<file path="config.mk">
export PLATFORM = sky130hd
export DESIGN_NAME = strap_option_sampler
export DESIGN_NICKNAME = d
export VERILOG_FILES = /design/src/strap_pkg.sv /design/src/strap_sync_bit.sv /design/src/strap_option_sampler.sv
export SDC_FILE = /design/constraint.sdc
export NUM_CORES = 1
export LEC_CHECK = 0
export BUFFER_PORTS_ARGS = -buffer_cell sky130_fd_sc_hd__clkbuf_2
export CORE_ASPECT_RATIO = 0.9
export CORE_UTILIZATION = 43
export DETAILED_ROUTE_END_ITERATION = 12
export GPL_TIMING_DRIVEN = 0
export PLACE_DENSITY = 0.79
export SETUP_SLACK_MARGIN = 0.2
export SLEW_MARGIN = 20
export SYNTH_ARGS = -nofsm -noshare
export SYNTH_HDL_FRONTEND = slang
export SYNTH_SLANG_ARGS = --single-unit
</file>
<file path="constraint.sdc">
create_clock -name i_core_clk -period 2.3 [get_ports i_core_clk]
set_input_delay 0 -clock i_core_clk [delete_from_list [all_inputs] [get_ports i_core_clk]]
set_output_delay 0 -clock i_core_clk [all_outputs]
set_load 0.05 [all_outputs]
</file>
<file path="src/strap_pkg.sv">
// package: strap pin map, register map, field layout and timing for the strap option sampler
package strap_pkg;

  // strap pin indices on the shared pin vector
  localparam int STATION_ADDR_BIT0_STRAP_IDX = 0;
  localparam int STATION_ADDR_BIT4_STRAP_IDX = 4;
  localparam int NEGOTIATION_ENABLE_STRAP_IDX = 5;
  localparam int CAPABILITY_SELECT_HIGH_STRAP_IDX = 6;
  localparam int CAPABILITY_SELECT_LOW_STRAP_IDX = 7;
  localparam int STRAP_PIN_COUNT = 8;

  // idle level of each pin as set by its internal weak pull
  // bit0 pulled up, address bits 4:1 pulled down, negotiation and capability pins pulled up
  localparam logic [7:0] STRAP_PULL_DEFAULT = 8'he1;

  // settle time after reset release before the pins are latched
  localparam int CORE_CLK_PERIOD_NS = 5;
  localparam int STRAP_SETTLE_NS = 20;
  localparam int STRAP_SETTLE_CYC = (STRAP_SETTLE_NS + CORE_CLK_PERIOD_NS - 1) / CORE_CLK_PERIOD_NS;
  localparam logic [2:0] SETTLE_LOAD = 3'(STRAP_SETTLE_CYC - 1);

  // register map, byte addresses
  localparam logic [3:0] TRANSCEIVER_CONTROL_REGISTER_OFS = 4'h0;
  localparam logic [3:0] STRAP_STATUS_OFS = 4'h4;

  // transceiver control register fields
  localparam int CTRL_ADDR_LSB = 0;
  localparam logic [4:0] CTRL_ADDR_RESET = 5'h00;

  // strap status register fields
  localparam int STAT_ADDR_LSB = 0;
  localparam int STAT_ISOLATE_BIT = 5;
  localparam int STAT_NEG_EN_BIT = 6;
  localparam int STAT_CAP_LSB = 7;
  localparam int STAT_VALID_BIT = 9;

  // axi response codes
  localparam logic [1:0] AXI_RESP_OKAY = 2'b00;
  localparam logic [1:0] AXI_RESP_SLVERR = 2'b10;

  // advertised ability bits {100 full, 100 half, 10 full, 10 half}
  localparam logic [3:0] ADV_10_HALF_FULL = 4'h3;
  localparam logic [3:0] ADV_100_HALF_FULL = 4'hc;
  localparam logic [3:0] ADV_10_HALF = 4'h1;
  localparam logic [3:0] ADV_10_100_HALF = 4'h5;

  // latched strap configuration
  typedef struct packed {
    logic neg_en;
    logic [1:0] cap;
    logic [4:0] addr;
  } strap_cfg_t;

  localparam strap_cfg_t STRAP_CFG_RESET = '{neg_en: 1'b0, cap: 2'b00, addr: 5'h00};

  typedef enum logic [1:0] {
    ST_SAMPLE = 2'b00,
    ST_RUN = 2'b01
  } strap_state_t;

endpackage : strap_pkg

</file>
<file path="src/strap_sync_bit.sv">
// file: two flip-flop synchroniser for one pin, resetting to the pin's pull level
`timescale 1ns/1ps
module strap_sync_bit #(
  parameter logic RST_VAL = 1'b0
) (
  input wire logic i_core_clk, // core clock
  input wire logic i_rst, // async reset, active high
  input wire logic i_pin, // raw pin level
  output logic o_sync // synchronised level
);

  logic meta_ff;
  logic sync_ff;

  // first stage feeds only the second stage; reset value mirrors the weak pull
  always_ff @(posedge i_core_clk or posedge i_rst) begin
    if (i_rst) begin
      meta_ff <= RST_VAL;
      sync_ff <= RST_VAL;
    end else begin
      meta_ff <= i_pin;
      sync_ff <= meta_ff;
    end
  end

  assign o_sync = sync_ff;

endmodule : strap_sync_bit

</file>
<file path="src/strap_option_sampler.sv">
// file: strap option sampler with axi4-lite register access
//
// The implementer's own choices: the AXI4-Lite slave port and the register addresses.
`timescale 1ns/1ps
// How it works
// - pin levels held during reset are captured and select the starting configuration
// - after release and capture the pins are driven with their normal functions
// - five strapped address bits load the control register address field
// - every address value from 0 to 31 is accepted
// - a strapped address of zero puts the interface in isolate mode
// - writing zero to the address field later never causes isolate
// - unstrapped, address bit0 reads one, bits 4:1 read zero
// - negotiation strap high runs negotiation advertising the capability bits
// - negotiation strap low forces speed and duplex from the capability bits
module strap_option_sampler
  import strap_pkg::*;
(
  input wire logic i_core_clk, // core clock, 200 MHz
  input wire logic i_rst, // async reset, active high
  input wire logic [7:0] i_strap_pin_in, // level seen on the shared pins
  input wire logic [7:0] i_func_pin_out, // normal output value for each shared pin
  output logic [7:0] o_strap_pin_out, // value driven on the shared pins
  output logic [7:0] o_strap_pin_oe_n, // pin drive enable, low drives
  output logic [4:0] o_station_addr, // management station address
  output logic o_isolate, // interface isolate mode
  output logic o_negotiation_enable, // run auto-negotiation
  output logic [3:0] o_advert, // advertised abilities
  output logic o_forced_speed_100, // forced mode speed is 100
  output logic o_forced_full_duplex, // forced mode is full duplex
  output logic o_config_valid, // straps have been latched
  input wire logic [31:0] s_axi_awaddr, // write address
  input wire logic s_axi_awvalid, // write address valid
  output logic s_axi_awready, // write address ready
  input wire logic [31:0] s_axi_wdata, // write data
  input wire logic [3:0] s_axi_wstrb, // write strobes
  input wire logic s_axi_wvalid, // write data valid
  output logic s_axi_wready, // write data ready
  output logic [1:0] s_axi_bresp, // write response
  output logic s_axi_bvalid, // write response valid
  input wire logic s_axi_bready, // write response ready
  input wire logic [31:0] s_axi_araddr, // read address
  input wire logic s_axi_arvalid, // read address valid
  output logic s_axi_arready, // read address ready
  output logic [31:0] s_axi_rdata, // read data
  output logic [1:0] s_axi_rresp, // read response
  output logic s_axi_rvalid, // read data valid
  input wire logic s_axi_rready // read data ready
);

  strap_state_t state_ff;
  logic [2:0] settle_cnt_ff;
  logic [7:0] pin_sync;
  logic latch_pulse;
  strap_cfg_t strap_cfg_ff;
  logic [4:0] ctrl_addr_ff;
  logic [7:0] pin_out_ff;
  logic [7:0] pin_oe_n_ff;
  logic isolate_ff;
  logic neg_en_ff;
  logic [3:0] advert_ff;
  logic forced_100_ff;
  logic forced_full_ff;
  logic valid_ff;
  logic [3:0] nxt_advert;
  // axi state
  logic awready_ff;
  logic wready_ff;
  logic aw_got_ff;
  logic w_got_ff;
  logic [3:0] awaddr_ff;
  logic [31:0] wdata_ff;
  logic [3:0] wstrb_ff;
  logic bvalid_ff;
  logic [1:0] bresp_ff;
  logic arready_ff;
  logic rvalid_ff;
  logic [31:0] rdata_ff;
  logic [1:0] rresp_ff;
  logic do_write;
  logic [31:0] rd_word;
  logic [1:0] rd_resp;

  // pins arrive from the board, so each passes two flops; pull levels seed the chain
  genvar gi;
  generate
    for (gi = 0; gi < STRAP_PIN_COUNT; gi = gi + 1) begin : g_sync
      strap_sync_bit #(
        .RST_VAL(STRAP_PULL_DEFAULT[gi])
      ) u_sync (
        .i_core_clk(i_core_clk),
        .i_rst(i_rst),
        .i_pin(i_strap_pin_in[gi]),
        .o_sync(pin_sync[gi])
      );
    end
  endgenerate

  // pins stay released through reset and the settle window so the straps can be read
  assign latch_pulse = (state_ff == ST_SAMPLE) && (settle_cnt_ff == 3'h0);

  // sequencer: sample until the synchronisers hold post-reset levels, then run
  always_ff @(posedge i_core_clk or posedge i_rst) begin
    if (i_rst) begin
      state_ff <= ST_SAMPLE;
      settle_cnt_ff <= SETTLE_LOAD;
    end else begin
      case (state_ff)
        ST_SAMPLE: begin
          if (settle_cnt_ff == 3'h0) begin
            state_ff <= ST_RUN;
          end else begin
            settle_cnt_ff <= settle_cnt_ff - 3'h1;
          end
        end
        ST_RUN: begin
          state_ff <= ST_RUN;
        end
        default: begin
          state_ff <= ST_SAMPLE;
          settle_cnt_ff <= SETTLE_LOAD;
        end
      endcase
    end
  end

  // strap capture, all 32 address values taken as-is
  always_ff @(posedge i_core_clk or posedge i_rst) begin
    if (i_rst) begin
      strap_cfg_ff <= STRAP_CFG_RESET;
      valid_ff <= 1'b0;
    end else if (latch_pulse) begin
      strap_cfg_ff.addr <= pin_sync[STATION_ADDR_BIT4_STRAP_IDX:STATION_ADDR_BIT0_STRAP_IDX];
      strap_cfg_ff.neg_en <= pin_sync[NEGOTIATION_ENABLE_STRAP_IDX];
      strap_cfg_ff.cap <= {pin_sync[CAPABILITY_SELECT_HIGH_STRAP_IDX],
                           pin_sync[CAPABILITY_SELECT_LOW_STRAP_IDX]};
      valid_ff <= 1'b1;
    end
  end

  // pin drivers: released while sampling, normal function once latched
  always_ff @(posedge i_core_clk or posedge i_rst) begin
    if (i_rst) begin
      pin_oe_n_ff <= 8'hff;
      pin_out_ff <= 8'h00;
    end else begin
      pin_out_ff <= i_func_pin_out;
      if (latch_pulse) begin
        pin_oe_n_ff <= 8'h00;
      end
    end
  end

  // advertisement lookup for negotiation mode
  always_comb begin
    case ({pin_sync[CAPABILITY_SELECT_HIGH_STRAP_IDX], pin_sync[CAPABILITY_SELECT_LOW_STRAP_IDX]})
      2'b00: nxt_advert = ADV_10_HALF_FULL;
      2'b01: nxt_advert = ADV_100_HALF_FULL;
      2'b10: nxt_advert = ADV_10_HALF;
      default: nxt_advert = ADV_10_100_HALF;
    endcase
  end

  // operating mode outputs, set once from the straps
  always_ff @(posedge i_core_clk or posedge i_rst) begin
    if (i_rst) begin
      isolate_ff <= 1'b0;
      neg_en_ff <= 1'b0;
      advert_ff <= 4'h0;
      forced_100_ff <= 1'b0;
      forced_full_ff <= 1'b0;
    end else if (latch_pulse) begin
      // isolate only follows the strap; register writes never reach it
      isolate_ff <= (pin_sync[STATION_ADDR_BIT4_STRAP_IDX:STATION_ADDR_BIT0_STRAP_IDX] == 5'h00);
      neg_en_ff <= pin_sync[NEGOTIATION_ENABLE_STRAP_IDX];
      if (pin_sync[NEGOTIATION_ENABLE_STRAP_IDX]) begin
        advert_ff <= nxt_advert;
        forced_100_ff <= 1'b0;
        forced_full_ff <= 1'b0;
      end else begin
        advert_ff <= 4'h0;
        forced_100_ff <= pin_sync[CAPABILITY_SELECT_HIGH_STRAP_IDX];
        forced_full_ff <= pin_sync[CAPABILITY_SELECT_LOW_STRAP_IDX];
      end
    end
  end

  // control register address field: strap load wins over a same-cycle write
  always_ff @(posedge i_core_clk or posedge i_rst) begin
    if (i_rst) begin
      ctrl_addr_ff <= CTRL_ADDR_RESET;
    end else if (latch_pulse) begin
      ctrl_addr_ff <= pin_sync[STATION_ADDR_BIT4_STRAP_IDX:STATION_ADDR_BIT0_STRAP_IDX];
    end else if (do_write && awaddr_ff == TRANSCEIVER_CONTROL_REGISTER_OFS && wstrb_ff[0]) begin
      ctrl_addr_ff <= wdata_ff[CTRL_ADDR_LSB +: 5];
    end
  end

  // axi write: address and data taken in either order, response after both
  assign do_write = aw_got_ff && w_got_ff && !bvalid_ff;

  always_ff @(posedge i_core_clk or posedge i_rst) begin
    if (i_rst) begin
      awready_ff <= 1'b1;
      wready_ff <= 1'b1;
      aw_got_ff <= 1'b0;
      w_got_ff <= 1'b0;
      awaddr_ff <= 4'h0;
      wdata_ff <= 32'h0000_0000;
      wstrb_ff <= 4'h0;
      bvalid_ff <= 1'b0;
      bresp_ff <= AXI_RESP_OKAY;
    end else begin
      if (awready_ff && s_axi_awvalid) begin
        awready_ff <= 1'b0;
        aw_got_ff <= 1'b1;
        awaddr_ff <= s_axi_awaddr[3:0];
      end
      if (wready_ff && s_axi_wvalid) begin
        wready_ff <= 1'b0;
        w_got_ff <= 1'b1;
        wdata_ff <= s_axi_wdata;
        wstrb_ff <= s_axi_wstrb;
      end
      if (do_write) begin
        bvalid_ff <= 1'b1;
        aw_got_ff <= 1'b0;
        w_got_ff <= 1'b0;
        // status is read-only and ignores writes; any other offset is unmapped, upper write address bits are not decoded
        bresp_ff <= (awaddr_ff == TRANSCEIVER_CONTROL_REGISTER_OFS || awaddr_ff == STRAP_STATUS_OFS)
                    ? AXI_RESP_OKAY : AXI_RESP_SLVERR;
      end
      if (bvalid_ff && s_axi_bready) begin
        bvalid_ff <= 1'b0;
        awready_ff <= 1'b1;
        wready_ff <= 1'b1;
      end
    end
  end

  // read mux; upper address bits must be zero to hit a register
  always_comb begin
    rd_word = 32'h0000_0000;
    rd_resp = AXI_RESP_OKAY;
    if (s_axi_araddr[31:4] != 28'h0) begin
      rd_resp = AXI_RESP_SLVERR;
    end else if (s_axi_araddr[3:0] == TRANSCEIVER_CONTROL_REGISTER_OFS) begin
      rd_word[CTRL_ADDR_LSB +: 5] = ctrl_addr_ff;
    end else if (s_axi_araddr[3:0] == STRAP_STATUS_OFS) begin
      rd_word[STAT_ADDR_LSB +: 5] = strap_cfg_ff.addr;
      rd_word[STAT_ISOLATE_BIT] = isolate_ff;
      rd_word[STAT_NEG_EN_BIT] = strap_cfg_ff.neg_en;
      rd_word[STAT_CAP_LSB +: 2] = strap_cfg_ff.cap;
      rd_word[STAT_VALID_BIT] = valid_ff;
    end else begin
      rd_resp = AXI_RESP_SLVERR;
    end
  end

  // axi read: one outstanding read, data one cycle after the address is taken
  always_ff @(posedge i_core_clk or posedge i_rst) begin
    if (i_rst) begin
      arready_ff <= 1'b1;
      rvalid_ff <= 1'b0;
      rdata_ff <= 32'h0000_0000;
      rresp_ff <= AXI_RESP_OKAY;
    end else begin
      if (arready_ff && s_axi_arvalid) begin
        arready_ff <= 1'b0;
        rvalid_ff <= 1'b1;
        rdata_ff <= rd_word;
        rresp_ff <= rd_resp;
      end else if (rvalid_ff && s_axi_rready) begin
        rvalid_ff <= 1'b0;
        arready_ff <= 1'b1;
      end
    end
  end

  assign o_strap_pin_out = pin_out_ff;
  assign o_strap_pin_oe_n = pin_oe_n_ff;
  assign o_station_addr = ctrl_addr_ff;
  assign o_isolate = isolate_ff;
  assign o_negotiation_enable = neg_en_ff;
  assign o_advert = advert_ff;
  assign o_forced_speed_100 = forced_100_ff;
  assign o_forced_full_duplex = forced_full_ff;
  assign o_config_valid = valid_ff;
  assign s_axi_awready = awready_ff;
  assign s_axi_wready = wready_ff;
  assign s_axi_bvalid = bvalid_ff;
  assign s_axi_bresp = bresp_ff;
  assign s_axi_arready = arready_ff;
  assign s_axi_rvalid = rvalid_ff;
  assign s_axi_rdata = rdata_ff;
  assign s_axi_rresp = rresp_ff;

  // checks on the capture sequence and the chosen mode
  AST_LATCH_CAPTURES_PINS: assert property (@(posedge i_core_clk) disable iff (i_rst)
    latch_pulse |=> o_config_valid && strap_cfg_ff.addr == $past(pin_sync[4:0]))
    else $error("strap address not captured at latch");
  AST_PINS_RELEASED_SAMPLING: assert property (@(posedge i_core_clk) disable iff (i_rst)
    (state_ff == ST_SAMPLE) |-> (o_strap_pin_oe_n == 8'hff) && !o_config_valid)
    else $error("strap pins driven while sampling");
  AST_PINS_DRIVEN_AFTER: assert property (@(posedge i_core_clk) disable iff (i_rst)
    o_config_valid ##1 o_config_valid |-> (o_strap_pin_oe_n == 8'h00) && (o_strap_pin_out == $past(i_func_pin_out)))
    else $error("strap pins not back in functional role");
  AST_ADDR_LOADED: assert property (@(posedge i_core_clk) disable iff (i_rst)
    $rose(o_config_valid) |-> o_station_addr == strap_cfg_ff.addr)
    else $error("control address differs from strapped address");
  AST_ADDR_ALL_ONES: assert property (@(posedge i_core_clk) disable iff (i_rst)
    latch_pulse && pin_sync[4:0] == 5'h1f |=> o_station_addr == 5'h1f && !o_isolate)
    else $error("address 31 not accepted");
  AST_ISOLATE_ON_ZERO: assert property (@(posedge i_core_clk) disable iff (i_rst)
    $rose(o_config_valid) |-> o_isolate == (strap_cfg_ff.addr == 5'h00))
    else $error("isolate does not match strapped zero");
  AST_ISOLATE_ONLY_AT_LATCH: assert property (@(posedge i_core_clk) disable iff (i_rst)
    $rose(o_isolate) |-> $past(latch_pulse))
    else $error("isolate entered outside strap latch");
  AST_NEG_ADVERT: assert property (@(posedge i_core_clk) disable iff (i_rst)
    latch_pulse && pin_sync[5] && pin_sync[7:6] == 2'b10 |=> o_negotiation_enable && o_advert == 4'hc)
    else $error("negotiation advertisement wrong");
  AST_FORCED_MODE: assert property (@(posedge i_core_clk) disable iff (i_rst)
    latch_pulse && !pin_sync[5] |=> !o_negotiation_enable && o_forced_speed_100 == $past(pin_sync[6])
      && o_forced_full_duplex == $past(pin_sync[7]) && o_advert == 4'h0)
    else $error("forced speed or duplex wrong");

endmodule : strap_option_sampler

</file>
==> reports/metrics.csv <==
metric,value,unit
outcome,completed,
grt_max_degree,43,
power_switching,1070,µW
drcViolationCount,0,
die_h,83.13,µm
synth_xor_xnor_area_share,0.2786,%
design_area,0.004447,mm²
grt_pass1_vias,2366,
num_antenna_cells,0,
wl,6576,µm
antenna_found_initial,0,
yosys-mux-area-fraction,6.009,%
worstPathArrival,2010,ps
cts_num_sinks,79,
rsz0062_at_grt,false,
worst_pin_slew,529.1,ps
dp_slack,485.2,ps
r2r_start,settle_cnt_ff[0]$_DFFE_PP1P_,
r2r_slack,490,ps
reg2reg_depth,5,
end_kind,register,
syn_inst,240,
place_area,0.003920,mm²
hp-start,s_axi_araddr[7],
finalNonFillerCells,518,
clk_pin_slew,80,ps
yosysUniqueCellTypes,39,
slew_headroom,64.72,%
cts-root-buf,clkbuf_8,
clock_latency,330,ps
slew_viol_final,0,
synth_area,0.003144,mm²
synth-seq-area-share,63.43,%
synth-seq-cells,79,
gp_congestion,0.7504,
power_frac_clock,26.3,%
internal-power,2355,µW
startpoint_type,register,
switching_share,31.24,%
yosys-top-cells-area,"dfrtp_1 52%, dfstp_2 12%, buf_4 7.4%",
crit_start,settle_cnt_ff[0]$_DFFE_PP1P_,
hold_viol,0,
viasPerCell,4.512,
ant_nets,0,
fp.dieW,92.14,µm
grt_pass1_wl,10870,µm
cts_inserted_buffers,9,
io_pins,194,
tritoncts,yes,
crit_fanout,10,
clock_path_buffers,2,
synth_edf_count,0,
synth_fa_ha_area_share,0.7959,%
yosys.area_share.simple,9.351,%
setup_viol,0,
start_util,44.44,%
critical_path.max_stage_delay,520,ps
synth_largest_area_cell,dfrtp_1,
min_path_cells,5,
leakagePower,0.002363,µW
synth_top_family_by_area,buffers and inverters,
max-cap-violations,0,
layout_setup_ws,486.3,ps
timing.hold.ws,167.8,ps
min_period_over_period,78.86,%
fin_skew,8.418,ps
rr_endpoint,o_advert[0]$_DFFE_PP0P_,
max_freq,0.5514,GHz
grt_overflow,0,
place_hpwl,4663,µm
hold_path.class,input port to register,
p_seq_share,50.0,%
ys_async_sr_fraction,100.0,%
final_nets,545,
comb_power_share,23.6,%
die_area,0.007659,mm²
worstPathRequired,2500,ps
placed_cells,467,
wl_per_cell,12.69,µm
fin_crit,1814,ps
post-cts-setup-buffer-count,0,
portBuffers,110,
drtIter0Drc,149,
met1_length,2568,µm
top_layer,met3,
power_density,770.2,mW/mm²
num_vias,2337,
design.core.area,0.007076,mm²
ys.flop_type,dfrtp_1,
avgSynthCellArea,13.10,µm²
slowest_stage,dfstp_2,
synth-compound-area-share,9.869,%
ir_drop,0.6288,mV
cts_htree_levels,3,
synth.top_cell.area_share,51.73,%
drive_gt1_share,47.06,%
critPathKind,register to register,
dr.pass1.iters,4,
met3_length,471,µm
ys_warn_count,0,
wl_met2,3537,µm
rows,29,
globalRouteTotalUtil,18.25,%
synthToLayoutAreaGrowth,41.42,%
holdPathEnd,s_axi_rresp[1]$_DFFE_PP0P_,
crit_chain,"inv_1, ha_1, nand3_1, clkbuf_1, o21ai_0",
power groups by stage:
stage	Combinational [µW]	Sequential [µW]	Clock [µW]
2_1_floorplan	360	1920	0
3_3_place_gp	715	1720	0
3_5_place_dp	746	1740	0
4_1_cts	808	1710	927
5_1_grt	866	1740	998
6_report	810	1710	902
synth_stat cells, types with 4 or more instances:
library cell	n
nor2_1	4
inv_1	13
buf_4	31
a22o_1	5
a21oi_1	4
nand2_1	18
and2_1	7
dfrtp_1	65
nor4_2	4
a21o_1	5
o21ai_0	8
clkbuf_1	5
dfstp_2	14
a32o_2	4
a221o_1	5
mux2_2	15
per-stage QoR:
step / TNS, ps / utilization (%) / power, µW
3_5_place_dp: 0 / 55.40 / 2482
3_3_place_gp: -29840 / 55.08 / 2435
6_report: 0 / 62.85 / 3425
5_1_grt: 0 / 62.85 / 3602
4_1_cts: 0 / 62.85 / 3446
2_1_floorplan: 0 / - / 2275
worst max-delay path, delay by kind of cell, from the launching register on:
kind | cells | cell delay, ps
compound gates | 1 | 160
fa+ha+maj | 1 | 240
buf+inv | 2 | 490
flops | 1 | 520
simple gates | 1 | 290
layout make-up:
cell class,count,area [µm²]
Tap cell,93,116.4
Inverter,15,58.81
Buffer,37,262.8
Clock buffer,13,158.9
Sequential cell,79,1994
Clock inverter,3,17.52
Multi-Input combinational cell,132,917.1
Fill cell,567,2629
Timing Repair Buffer,146,920.9
how the worst max path moves through the flow:
stage,end,slack (ps)
4_1_cts,o_advert[0]$_DFFE_PP0P_,470
3_3_place_gp,s_axi_rvalid$_DFFE_PP0P_,-460
5_1_grt,o_advert[0]$_DFFE_PP0P_,350
3_5_place_dp,o_advert[0]$_DFFE_PP0P_,490
2_1_floorplan,aw_got_ff$_DFFE_PP0P_,300
6_report,o_advert[0]$_DFFE_PP0P_,490
kinds of logic after synthesis:
family,count (synthesis)
AO/OA/AOI/OAI,40
flip-flops,79
XOR/XNOR,1
buffers and inverters,52
AND/OR/NAND/NOR,48
adder cells (fa/ha/maj),2
other,1
multiplexers,17
routing by layer:
layer  track usage [%]  vias up
met4             3.835        0
met1             20.78     1091
met5                 0        -
met2             33.92      110
li1                  -     1136
met3             5.037        0
state kept, by name (all words and copies together) (netlist names), 3 cells and up:
register	flops
wdata_ff	5
awaddr_ff	4
o_station_addr	5
strap_cfg_ff	7
settle_cnt_ff	3
g_sync.u_sync.meta_ff	8
g_sync.u_sync.o_sync	8
o_strap_pin_out	8
o_advert	4
s_axi_rdata	10
cells in the final DEF, fill, tap and decap left out, drive strengths merged, types with 7 or more instances in the layout:
cell type | Yosys | routed
clkbuf | 5 | 128
dfrtp | 65 | 65
dlygate4sd3 | 0 | 35
buf | 32 | 33
conb | 1 | 24
nand2 | 18 | 18
mux2 | 15 | 15
inv | 15 | 15
dfstp | 14 | 14
o21ai | 8 | 8
and2 | 7 | 7
nor4 | 7 | 7
repair_timing:
action                    CTS  global route
resized for setup           0             0
hold endpoints to repair   60             0
hold buffers               35             0
No activity file was read; power rests on OpenSTA's default activity.
